`config.mk`:
```
export PLATFORM = sky130hd
export DESIGN_NAME = supply_mode_seq
export DESIGN_NICKNAME = d
export VERILOG_FILES = /design/src/shared/supply_mode_pkg.sv /design/src/rtl/scratch_mem.sv /design/src/rtl/supply_mode_seq.sv
export SDC_FILE = /design/constraint.sdc
export NUM_CORES = 1
export LEC_CHECK = 0
export ABC_AREA = 1
export BUFFER_PORTS_ARGS = -buffer_cell sky130_fd_sc_hd__buf_4
export CAP_MARGIN = 0
export CORE_AREA = 4 4 125 79
export DETAILED_ROUTE_END_ITERATION = 16
export DIE_AREA = 0 0 129 83
export PLACE_DENSITY = 0.75
export REMOVE_ABC_BUFFERS = 1
export SYNTH_ARGS = -nofsm -noshare
export SYNTH_HDL_FRONTEND = slang
export SYNTH_SLANG_ARGS = --single-unit
```
`constraint.sdc`:
```
create_clock -name CLK_I -period 1.8 [get_ports CLK_I]
set_input_delay 0.09 -clock CLK_I [delete_from_list [all_inputs] [get_ports CLK_I]]
set_output_delay 0.09 -clock CLK_I [all_outputs]
set_load 0.02 [all_outputs]
```
`src/shared/supply_mode_pkg.sv`:
```
/*
  Shared constants for the supply mode and wakeup sequencer: SFR
  offsets, field positions, reset values and the operating mode type.
  Assumes the 8-bit SFR bus of the on-chip processor core.
*/
package supply_mode_pkg;

  typedef enum logic [1:0]
  {
    normal_supply_mode,
    battery_run_mode,
    sleep_mode
  } mode_t;

  localparam logic [7:0] PULLUP0_OFS   = 8'hB2;
  localparam logic [7:0] PULLUP1_OFS   = 8'hB3;
  localparam logic [7:0] PULLUP2_OFS   = 8'hB4;
  localparam logic [7:0] POWER_CTL_OFS = 8'hC5;
  localparam logic [7:0] PERIPHERAL_CONFIG_OFS    = 8'hF4;
  localparam logic [7:0] SUPPLY_IRQ_OFS = 8'hF8;
  localparam logic [7:0] SCRATCH_OFS   = 8'hFB;

  localparam int SCRATCH_DEPTH = 4;
  localparam int SCRATCH_AW    = 2;

  localparam int PC_SHUTDOWN   = 4;
  localparam int PC_DCIN_WARN  = 5;
  localparam int PC_LCD_EN     = 3;
  localparam int PER_RX_FLAG   = 7;
  localparam int PER_SOURCE    = 6;
  localparam int IRQ_SOURCE    = 6;
  localparam int IRQ_RESTORE   = 4;
  localparam int IRQ_SWITCH    = 3;

  localparam logic [1:0] RX_WAKE_CFG  = 2'h3;
  localparam logic [1:0] PIN_B_WAKE   = 2'h3;
  localparam logic       PIN_A_WAKE   = 1'h1;

  localparam logic [7:0] BYTE_ZERO    = 8'h00;
  localparam logic [7:0] PULLUP_RST   = 8'h00;
  localparam logic [7:0] POWER_RST    = 8'h00;

endpackage

```
`src/rtl/scratch_mem.sv`:
```
/*
  Small byte memory for the scratch registers with registered read
  data. It has no reset, so its contents ride through every mode.
*/
`timescale 1ns/1ps
module scratch_mem
(
  // Clock and enable
  input  wire logic                                   clk_i,
  input  wire logic                                   ce_i,
  // Access port
  input  wire logic [supply_mode_pkg::SCRATCH_AW-1:0] addr_i,
  input  wire logic                                   we_i,
  input  wire logic [7:0]                             wdata_i,
  output logic      [7:0]                             rdata_o
);
  import supply_mode_pkg::*;

  logic [7:0] mem_q [SCRATCH_DEPTH];

  always_ff @(posedge clk_i)
  begin
    if (ce_i)
    begin
      if (we_i)
      begin
        mem_q[addr_i] <= wdata_i;
      end
      rdata_o <= mem_q[addr_i];
    end
  end

endmodule

```
`src/rtl/supply_mode_seq.sv`:
```
/*
  Supply mode and wakeup sequencer: follows the switched rail source,
  enters sleep on software request while on battery, gathers wake sources and holds the
  power SFRs. Assumes all inputs synchronous to CLK_I and that the
  switchover circuitry qualifies its own events with their enables.
*/
`timescale 1ns/1ps
module supply_mode_seq
(
  // Clock, reset and enable
  input  wire logic        CLK_I,
  input  wire logic        RST_N_I,
  input  wire logic        CE_I,
  // SFR bus
  input  wire logic [7:0]  SFR_ADDR_I,
  input  wire logic [7:0]  SFR_WDATA_I,
  input  wire logic        SFR_WE_I,
  input  wire logic        SFR_RE_I,
  output logic      [7:0]  SFR_RDATA_O,
  output logic             SFR_RVALID_O,
  // Supply switchover circuitry
  input  wire logic        SWITCHOVER_EVT_I,
  input  wire logic        RESTORE_EVT_I,
  input  wire logic        SAG_I,
  input  wire logic        DCIN_LOW_I,
  // Wake sources
  input  wire logic        EXT_A_I,
  input  wire logic        EXT_B_I,
  input  wire logic        EXT_A_WAKE_CFG_I,
  input  wire logic [2:0]  EXT_B_WAKE_CFG_I,
  input  wire logic        EDGE_SEL_A_I,
  input  wire logic        EDGE_SEL_B_I,
  input  wire logic        RX_I,
  input  wire logic        RESET_PIN_N_I,
  input  wire logic        RTC_MIDNIGHT_I,
  input  wire logic        RTC_ALARM_I,
  input  wire logic        ALARM_EN_I,
  // Mode and power outputs
  output supply_mode_pkg::mode_t MODE_O,
  output logic             RAIL_ON_BATTERY_O,
  output logic             CORE_RUN_O,
  output logic             CORE_RESTART_O,
  output logic             ANALOG_EN_O,
  output logic             EARLY_WARN_O,
  output logic             LCD_EN_O,
  output logic             WAKE_O
);
  import supply_mode_pkg::*;

  mode_t      mode_q;
  mode_t      mode_d;
  logic [7:0] pull0_q;
  logic [7:0] pull1_q;
  logic [7:0] pull2_q;
  logic [7:0] pc_q;
  logic [7:0] pc_d;
  logic [1:0] rx_cfg_q;
  logic       rx_flag_q;
  logic       rx_flag_d;
  logic       restore_flag_q;
  logic       restore_flag_d;
  logic       switch_flag_q;
  logic       switch_flag_d;
  logic       ext_a_prev_q;
  logic       ext_b_prev_q;
  logic       rx_prev_q;
  logic [7:0] local_rd_q;
  logic       scr_sel_q;
  logic       rd_pend_q;
  logic [7:0] scr_rdata;

  wire        in_normal   = (mode_q == normal_supply_mode);
  wire        in_battery  = (mode_q == battery_run_mode);
  wire        in_sleep    = (mode_q == sleep_mode);
  wire        source_main = ~RAIL_ON_BATTERY_O;

  wire        sel_pull0   = (SFR_ADDR_I == PULLUP0_OFS);
  wire        sel_pull1   = (SFR_ADDR_I == PULLUP1_OFS);
  wire        sel_pull2   = (SFR_ADDR_I == PULLUP2_OFS);
  wire        sel_pc      = (SFR_ADDR_I == POWER_CTL_OFS);
  wire        sel_per     = (SFR_ADDR_I == PERIPHERAL_CONFIG_OFS);
  wire        sel_irq     = (SFR_ADDR_I == SUPPLY_IRQ_OFS);
  wire [7:0]  scr_ofs     = SFR_ADDR_I - SCRATCH_OFS;
  wire        sel_scr     = (SFR_ADDR_I >= SCRATCH_OFS) &&
                            (scr_ofs < 8'(SCRATCH_DEPTH));
  wire        we_pc       = SFR_WE_I & sel_pc;
  wire        we_per      = SFR_WE_I & sel_per;
  wire        we_irq      = SFR_WE_I & sel_irq;

  // Edge history resets to the idle high level; select 1 is falling.
  wire        fall_a      = ext_a_prev_q & ~EXT_A_I;
  wire        rise_a      = ~ext_a_prev_q & EXT_A_I;
  wire        fall_b      = ext_b_prev_q & ~EXT_B_I;
  wire        rise_b      = ~ext_b_prev_q & EXT_B_I;
  wire        rx_edge     = rx_prev_q ^ RX_I;

  wire        wake_a      = (EXT_A_WAKE_CFG_I == PIN_A_WAKE) &
                            (EDGE_SEL_A_I ? fall_a : rise_a);
  wire        wake_b      = (EXT_B_WAKE_CFG_I[2:1] == PIN_B_WAKE) &
                            (EDGE_SEL_B_I ? fall_b : rise_b);
  wire        wake_rx     = (rx_cfg_q == RX_WAKE_CFG) & rx_edge;
  wire        wake_rtc    = RTC_MIDNIGHT_I | (RTC_ALARM_I & ALARM_EN_I);
  wire        wake_req    = in_sleep & (wake_a | wake_b | wake_rx |
                            wake_rtc | ~RESET_PIN_N_I);

  wire        warn_d      = SAG_I | (DCIN_LOW_I & pc_q[PC_DCIN_WARN]);
  wire [7:0]  per_rd      = {rx_flag_q, source_main, 4'h0, rx_cfg_q};
  wire [7:0]  irq_rd      = {1'b0, source_main, 1'b0, restore_flag_q,
                            switch_flag_q, 3'h0};
  wire [7:0]  local_rd    = sel_pull0 ? pull0_q :
                            sel_pull1 ? pull1_q :
                            sel_pull2 ? pull2_q :
                            sel_pc    ? pc_q :
                            sel_per   ? per_rd :
                            sel_irq   ? irq_rd : BYTE_ZERO;

  // Mode sequencing; restore outranks every wake source.
  always_comb
  begin
    mode_d = mode_q;
    case (mode_q)
      normal_supply_mode:
      begin
        if (SWITCHOVER_EVT_I)
        begin
          mode_d = battery_run_mode;
        end
      end
      battery_run_mode:
      begin
        if (RESTORE_EVT_I)
        begin
          mode_d = normal_supply_mode;
        end
        else if (pc_q[PC_SHUTDOWN])
        begin
          mode_d = sleep_mode;
        end
      end
      sleep_mode:
      begin
        if (RESTORE_EVT_I)
        begin
          mode_d = normal_supply_mode;
        end
        else if (wake_req)
        begin
          mode_d = battery_run_mode;
        end
      end
      default:
      begin
        mode_d = normal_supply_mode;
      end
    endcase
  end

  always_comb
  begin
    pc_d = pc_q;
    if (we_pc)
    begin
      pc_d = SFR_WDATA_I;
      pc_d[PC_SHUTDOWN] = SFR_WDATA_I[PC_SHUTDOWN] & ~in_normal;
    end
    if ((mode_d != sleep_mode) && (mode_d != mode_q))
    begin
      pc_d[PC_SHUTDOWN] = 1'b0;
    end
  end

  assign rx_flag_d = wake_rx |
                     (rx_flag_q & ~(we_per & ~SFR_WDATA_I[PER_RX_FLAG]));
  assign restore_flag_d = (RESTORE_EVT_I & ~in_normal) |
    (restore_flag_q & ~(we_irq & ~SFR_WDATA_I[IRQ_RESTORE]));
  assign switch_flag_d = (SWITCHOVER_EVT_I & in_normal) |
    (switch_flag_q & ~(we_irq & ~SFR_WDATA_I[IRQ_SWITCH]));

  always_ff @(posedge CLK_I or negedge RST_N_I)
  begin
    if (!RST_N_I)
    begin
      mode_q            <= normal_supply_mode;
      pull0_q           <= PULLUP_RST;
      pull1_q           <= PULLUP_RST;
      pull2_q           <= PULLUP_RST;
      pc_q              <= POWER_RST;
      rx_cfg_q          <= 2'h0;
      rx_flag_q         <= 1'b0;
      restore_flag_q    <= 1'b0;
      switch_flag_q     <= 1'b0;
      ext_a_prev_q      <= 1'b1;
      ext_b_prev_q      <= 1'b1;
      rx_prev_q         <= 1'b1;
    end
    else if (CE_I)
    begin
      mode_q            <= mode_d;
      pc_q              <= pc_d;
      rx_flag_q         <= rx_flag_d;
      restore_flag_q    <= restore_flag_d;
      switch_flag_q     <= switch_flag_d;
      ext_a_prev_q      <= EXT_A_I;
      ext_b_prev_q      <= EXT_B_I;
      rx_prev_q         <= RX_I;
      if (SFR_WE_I && sel_pull0)
      begin
        pull0_q <= SFR_WDATA_I;
      end
      if (SFR_WE_I && sel_pull1)
      begin
        pull1_q <= SFR_WDATA_I;
      end
      if (SFR_WE_I && sel_pull2)
      begin
        pull2_q <= SFR_WDATA_I;
      end
      if (we_per)
      begin
        rx_cfg_q <= SFR_WDATA_I[1:0];
      end
    end
  end

  // Rail, run, restart and analog outputs follow the next mode so they change with MODE_O.
  always_ff @(posedge CLK_I or negedge RST_N_I)
  begin
    if (!RST_N_I)
    begin
      MODE_O            <= normal_supply_mode;
      RAIL_ON_BATTERY_O <= 1'b0;
      CORE_RUN_O        <= 1'b1;
      CORE_RESTART_O    <= 1'b0;
      ANALOG_EN_O       <= 1'b1;
      EARLY_WARN_O      <= 1'b0;
      LCD_EN_O          <= 1'b0;
      WAKE_O            <= 1'b0;
    end
    else if (CE_I)
    begin
      MODE_O            <= mode_d;
      RAIL_ON_BATTERY_O <= (mode_d != normal_supply_mode);
      CORE_RUN_O        <= (mode_d != sleep_mode);
      CORE_RESTART_O    <= in_sleep & (mode_d != sleep_mode);
      ANALOG_EN_O       <= (mode_d == normal_supply_mode);
      EARLY_WARN_O      <= warn_d;
      LCD_EN_O          <= pc_d[PC_LCD_EN];
      WAKE_O            <= wake_req;
    end
  end

  // Two stage read so scratch and SFR data share one latency.
  always_ff @(posedge CLK_I or negedge RST_N_I)
  begin
    if (!RST_N_I)
    begin
      local_rd_q   <= BYTE_ZERO;
      scr_sel_q    <= 1'b0;
      rd_pend_q    <= 1'b0;
      SFR_RDATA_O  <= BYTE_ZERO;
      SFR_RVALID_O <= 1'b0;
    end
    else if (CE_I)
    begin
      local_rd_q   <= local_rd;
      scr_sel_q    <= sel_scr;
      rd_pend_q    <= SFR_RE_I;
      SFR_RDATA_O  <= scr_sel_q ? scr_rdata : local_rd_q;
      SFR_RVALID_O <= rd_pend_q;
    end
  end

  scratch_mem u_scratch
  (
    .clk_i   (CLK_I),
    .ce_i    (CE_I),
    .addr_i  (scr_ofs[SCRATCH_AW-1:0]),
    .we_i    (SFR_WE_I & sel_scr),
    .wdata_i (SFR_WDATA_I),
    .rdata_o (scr_rdata)
  );

  a_shutdown_to_sleep: assert property (@(posedge CLK_I)
    disable iff (!RST_N_I)
    CE_I && in_battery && pc_q[PC_SHUTDOWN] && !RESTORE_EVT_I
    |=> MODE_O == sleep_mode && !CORE_RUN_O)
    else $error("Shutdown on battery did not enter sleep.");

  a_normal_no_sleep: assert property (@(posedge CLK_I)
    disable iff (!RST_N_I)
    CE_I && in_normal && we_pc |=> !pc_q[PC_SHUTDOWN])
    else $error("Shutdown bit accepted on main supply.");

  a_wake_restart: assert property (@(posedge CLK_I)
    disable iff (!RST_N_I)
    CE_I && in_sleep && wake_req && !RESTORE_EVT_I
    |=> MODE_O == battery_run_mode && CORE_RESTART_O && CORE_RUN_O)
    else $error("Wake did not restart the core on battery.");

  a_pin_reset_wake: assert property (@(posedge CLK_I)
    disable iff (!RST_N_I)
    CE_I && in_sleep && !RESET_PIN_N_I && !RESTORE_EVT_I
    |=> MODE_O == battery_run_mode)
    else $error("Reset pin did not wake from sleep.");

  a_sleep_restore: assert property (@(posedge CLK_I)
    disable iff (!RST_N_I)
    CE_I && in_sleep && RESTORE_EVT_I
    |=> MODE_O == normal_supply_mode && CORE_RESTART_O && ANALOG_EN_O)
    else $error("Restore in sleep did not fully restart.");

  a_battery_restore: assert property (@(posedge CLK_I)
    disable iff (!RST_N_I)
    CE_I && in_battery && RESTORE_EVT_I
    |=> MODE_O == normal_supply_mode && !CORE_RESTART_O && ANALOG_EN_O)
    else $error("Restore on battery misbehaved.");

  a_switchover_mode: assert property (@(posedge CLK_I)
    disable iff (!RST_N_I)
    CE_I && in_normal && SWITCHOVER_EVT_I
    |=> RAIL_ON_BATTERY_O && !ANALOG_EN_O && in_battery)
    else $error("Switchover did not move to battery run.");

  a_rx_flag_set: assert property (@(posedge CLK_I)
    disable iff (!RST_N_I)
    CE_I && wake_rx |=> rx_flag_q)
    else $error("Receive edge flag not set.");

  a_source_mirror: assert property (@(posedge CLK_I)
    disable iff (!RST_N_I)
    per_rd[PER_SOURCE] == irq_rd[IRQ_SOURCE] &&
    per_rd[PER_SOURCE] == (MODE_O == normal_supply_mode))
    else $error("Supply source bits disagree with mode.");

  a_wake_in_sleep: assert property (@(posedge CLK_I)
    disable iff (!RST_N_I)
    CE_I && !in_sleep |=> !WAKE_O)
    else $error("Wake raised outside sleep.");

  a_early_warn: assert property (@(posedge CLK_I)
    disable iff (!RST_N_I)
    CE_I && SAG_I |=> EARLY_WARN_O)
    else $error("Voltage dip gave no warning.");

  a_midnight_wake: assert property (@(posedge CLK_I)
    disable iff (!RST_N_I)
    CE_I && in_sleep && RTC_MIDNIGHT_I |=> WAKE_O)
    else $error("Midnight did not wake.");

endmodule

```
==> metrics <==
H-tree depth 3; Initial Utilization ~53%; DRT Pass-1 Iters 6; RD Place Congestion 0.861; first-pass GRT wire length roughly 18 mm; worst skew pair latency between 0.3 and 0.4 ns; die width 129 um; number of synthesized flops with an enable pin 40; TritonCTS Buffers 9; DR iter-0 viols roughly 490; share of layout cells above drive strength 1 21.1%; top post-synthesis cells by area dfrtp_1, edfxtp_1, nand2_1, o21ai_0, nor2_1; Die Area around 11000 um2; Seq pwr share between 50% and 60%; Port Buf Inserts 54; placed insts between 600 and 700; MaxCap Viol Count 0; root buffer cell clkbuf_16; Leak roughly 2.6 nW; Power Internal roughly 3.9 mW; postcts setup bufs 0; Worst VDD drop 614 uV; cell mode on critical path nand2_1; DR vias/cell between 5 and 6; die height just over 80 um; final cycle utilization of the critical path 90.4%; CTS tree done; routed length on met3 947 um; drt wl/cell around 17 um; Seq cells post-synth about 110; core area 8850 um2; Setup crit start kind register; Worst Hold Class in2reg; max incr delay on CP approximately 0.54 ns; DRC 0; detailed-route via count approximately 3700; ys async rst share 62.6%; endpoint type of the worst setup path register; Met2 Routed Length about 5.1 mm; Worst Path Buf+Inv 0; Boundary Pins 56; number of distinct library cells after synthesis 35; RSZ-0062 raised after global routing no; Total GRT Usage a little over a fifth; crit-path leading delay family simple AND/OR/NAND/NOR gates; ys flop type dfrtp_1; n_diodes 0; Layout area overhead 22.6%; non-filler cells, final a little under 700; average size of a mapped cell 9.95 um2; Synth top area share 32.9%; mapped cell area roughly 4700 um2; clock transition at the registers of the reported paths roughly 0.070 ns; cell count after synthesis 474; setup_tns 0 ns; most frequent cell after synthesis nand2_1; met1 wire length roughly 5 mm; final net count ~600; HPWL after detailed placement a little under 8 mm; vias in the first global route around 3700; Highest Signal Layer met4; Rel. slew slack between 60 and 70%; CTS sink count 107; Setup Viol. Count Final 0; switching part of the total 23.9%; CP max-delay cell dfstp_2; top post-synthesis cells by count nand2_1, dfrtp_1, o21ai_0; Worst Max-Slew Pin Slew 0.518 ns; Post-Route WL about 11 mm; WS Path Type reg2reg; Highest Clock Rate approximately 600 MHz; Gate power share a little under a tenth; Power Density just under 900 nW/um2; Rows 27; Setup Skew around 0.0065 ns; Tmin final 1.63 ns; initial antenna violation count 0; CP required around 2.1 ns; Seq/Total Area, Yosys 61.2%; Critical Path AT ~1.9 ns; CTS max path bufs 2; synth warn 0; outcome finished clean; CP Max Fanout 3; max-slew violation count 0; Routed Antenna Nets 0; largest net degree at the start of global routing 36; Hold Violations, Final 0; crit-path cells nand2_1, a21oi_1, nand3_1, nand2_1, nand2_1, nand2_1, nand2_1, nor2_2, nand2_1, o21a_1; Switch Pwr 1.22 mW; most area-hungry cell type in the Yosys netlist dfrtp_1; clock share of power between 30% and 40%; grt total ovfl 0
[registers in the layout, summed over array words and instances (netlist names), 2 cells and up]
signal,flops
SFR_RDATA_O,8
pull0_q,8
MODE_O,2
u_scratch.mem_q,32
u_scratch.rdata_o,8
local_rd_q,8
pc_q,8
rx_cfg_q,2
pull2_q,8
pull1_q,8
[tightest hold or removal path: stages]
cell     delay, ns
buf_4         0.08
a21oi_1       0.05
o21ai_0       0.13
[metal layers]
metal  up-vias  global-route usage, %
li1       1763                      -
met1      1785                   31.9
met2       141                   32.0
met3        25                   6.11
met4         0                   6.58
met5         -                      0
[metrics by stage]
stage	power (mW)	utilization, %	setup slack (ns)	hold WS [ns]	area (um2)
after floorplan	2.92	-	0.264	-0.206	4650
after global placement	3.16	60.3	0.149	0.0548	5340
after detailed placement	3.18	60.3	0.0891	0.0617	5340
after CTS	5.13	65.3	0.163	0.0185	5780
after global routing	5.29	65.3	0.0415	0.0689	5780
final	5.10	65.3	0.173	0.0254	5780
[cell usage in the layout (no fill, tap or decap), types with 2 or more instances in the layout]
| cell type | netlist | layout |
|---|---|---|
| dlygate4sd3_1 | 0 | 14 |
| o211ai_1 | 6 | 6 |
| o21a_1 | 2 | 2 |
| inv_2 | 3 | 3 |
| edfxtp_1 | 40 | 40 |
| o31ai_1 | 3 | 3 |
| clkbuf_16 | 0 | 10 |
| inv_1 | 39 | 39 |
| nor2_1 | 40 | 39 |
| o21ai_2 | 13 | 13 |
| buf_4 | 0 | 67 |
| nor3_4 | 3 | 3 |
| nand2_1 | 121 | 121 |
| nand2_4 | 2 | 2 |
| ha_1 | 6 | 6 |
| o21ai_0 | 55 | 55 |
| nand2_2 | 2 | 2 |
| nand3b_1 | 3 | 3 |
| dfrtp_1 | 62 | 62 |
| nand3_1 | 8 | 8 |
| dfstp_2 | 5 | 5 |
| a21oi_1 | 4 | 4 |
| clkinvlp_4 | 0 | 2 |
| buf_12 | 0 | 2 |
| o22ai_1 | 9 | 9 |
| nand4_1 | 8 | 8 |
| o21ai_1 | 17 | 17 |
[area by class of cell]
class                   count  area [um2]
inverters                  43         161
fillers                   714        3070
multi-input cells         311        1600
clock buffers              12         269
well taps                 116         145
repair buffers             83         683
flip-flops and latches    107        2880
clock inverters             4        31.3
[cell families after synthesis]
kind of cell / Yosys count / share of synthesized area, %
and+or+nand+nor: 191 / 17.9
AOI/OAI and AO/OA: 114 / 14.4
DFF: 107 / 61.2
buffers and inverters: 56 / 4.86
adders and majority gates: 6 / 1.59
[power by group through the flow]
| stage | Clock (mW) | Combinational [mW] | Sequential, mW |
|---|---|---|---|
| after global routing | 2.07 | 0.543 | 2.67 |
| final | 1.94 | 0.491 | 2.67 |
| after detailed placement | 0 | 0.464 | 2.71 |
| after CTS | 1.98 | 0.492 | 2.67 |
| after floorplan | 0 | 0.179 | 2.74 |
| after global placement | 0 | 0.448 | 2.71 |
[repair_timing]
| action | 4_1_cts | 5_1_grt |
|---|---|---|
| hold buffers | 14 | 0 |
| setup endpoints to repair | 0 | 1 |
| hold endpoints to repair | 66 | 0 |
| gates resized for setup | 0 | 1 |
[path summary, 6_finish.rpt]
kind                             from                end  slack, ns  depth (start not counted)
setup / recovery            rx_prev_q  RAIL_ON_BATTERY_O       0.17                         10
hold / removal             DCIN_LOW_I       EARLY_WARN_O       0.03                          3
setup reg to reg            rx_prev_q  RAIL_ON_BATTERY_O       0.17                         10
hold reg to reg            CORE_RUN_O         CORE_RUN_O       0.47                          2
max in group asynchronous     RST_N_I       ext_b_prev_q       0.97                          3
min in group asynchronous     RST_N_I     SFR_RDATA_O[4]       0.22                          2
No activity file was read; power rests on OpenSTA's default activity.
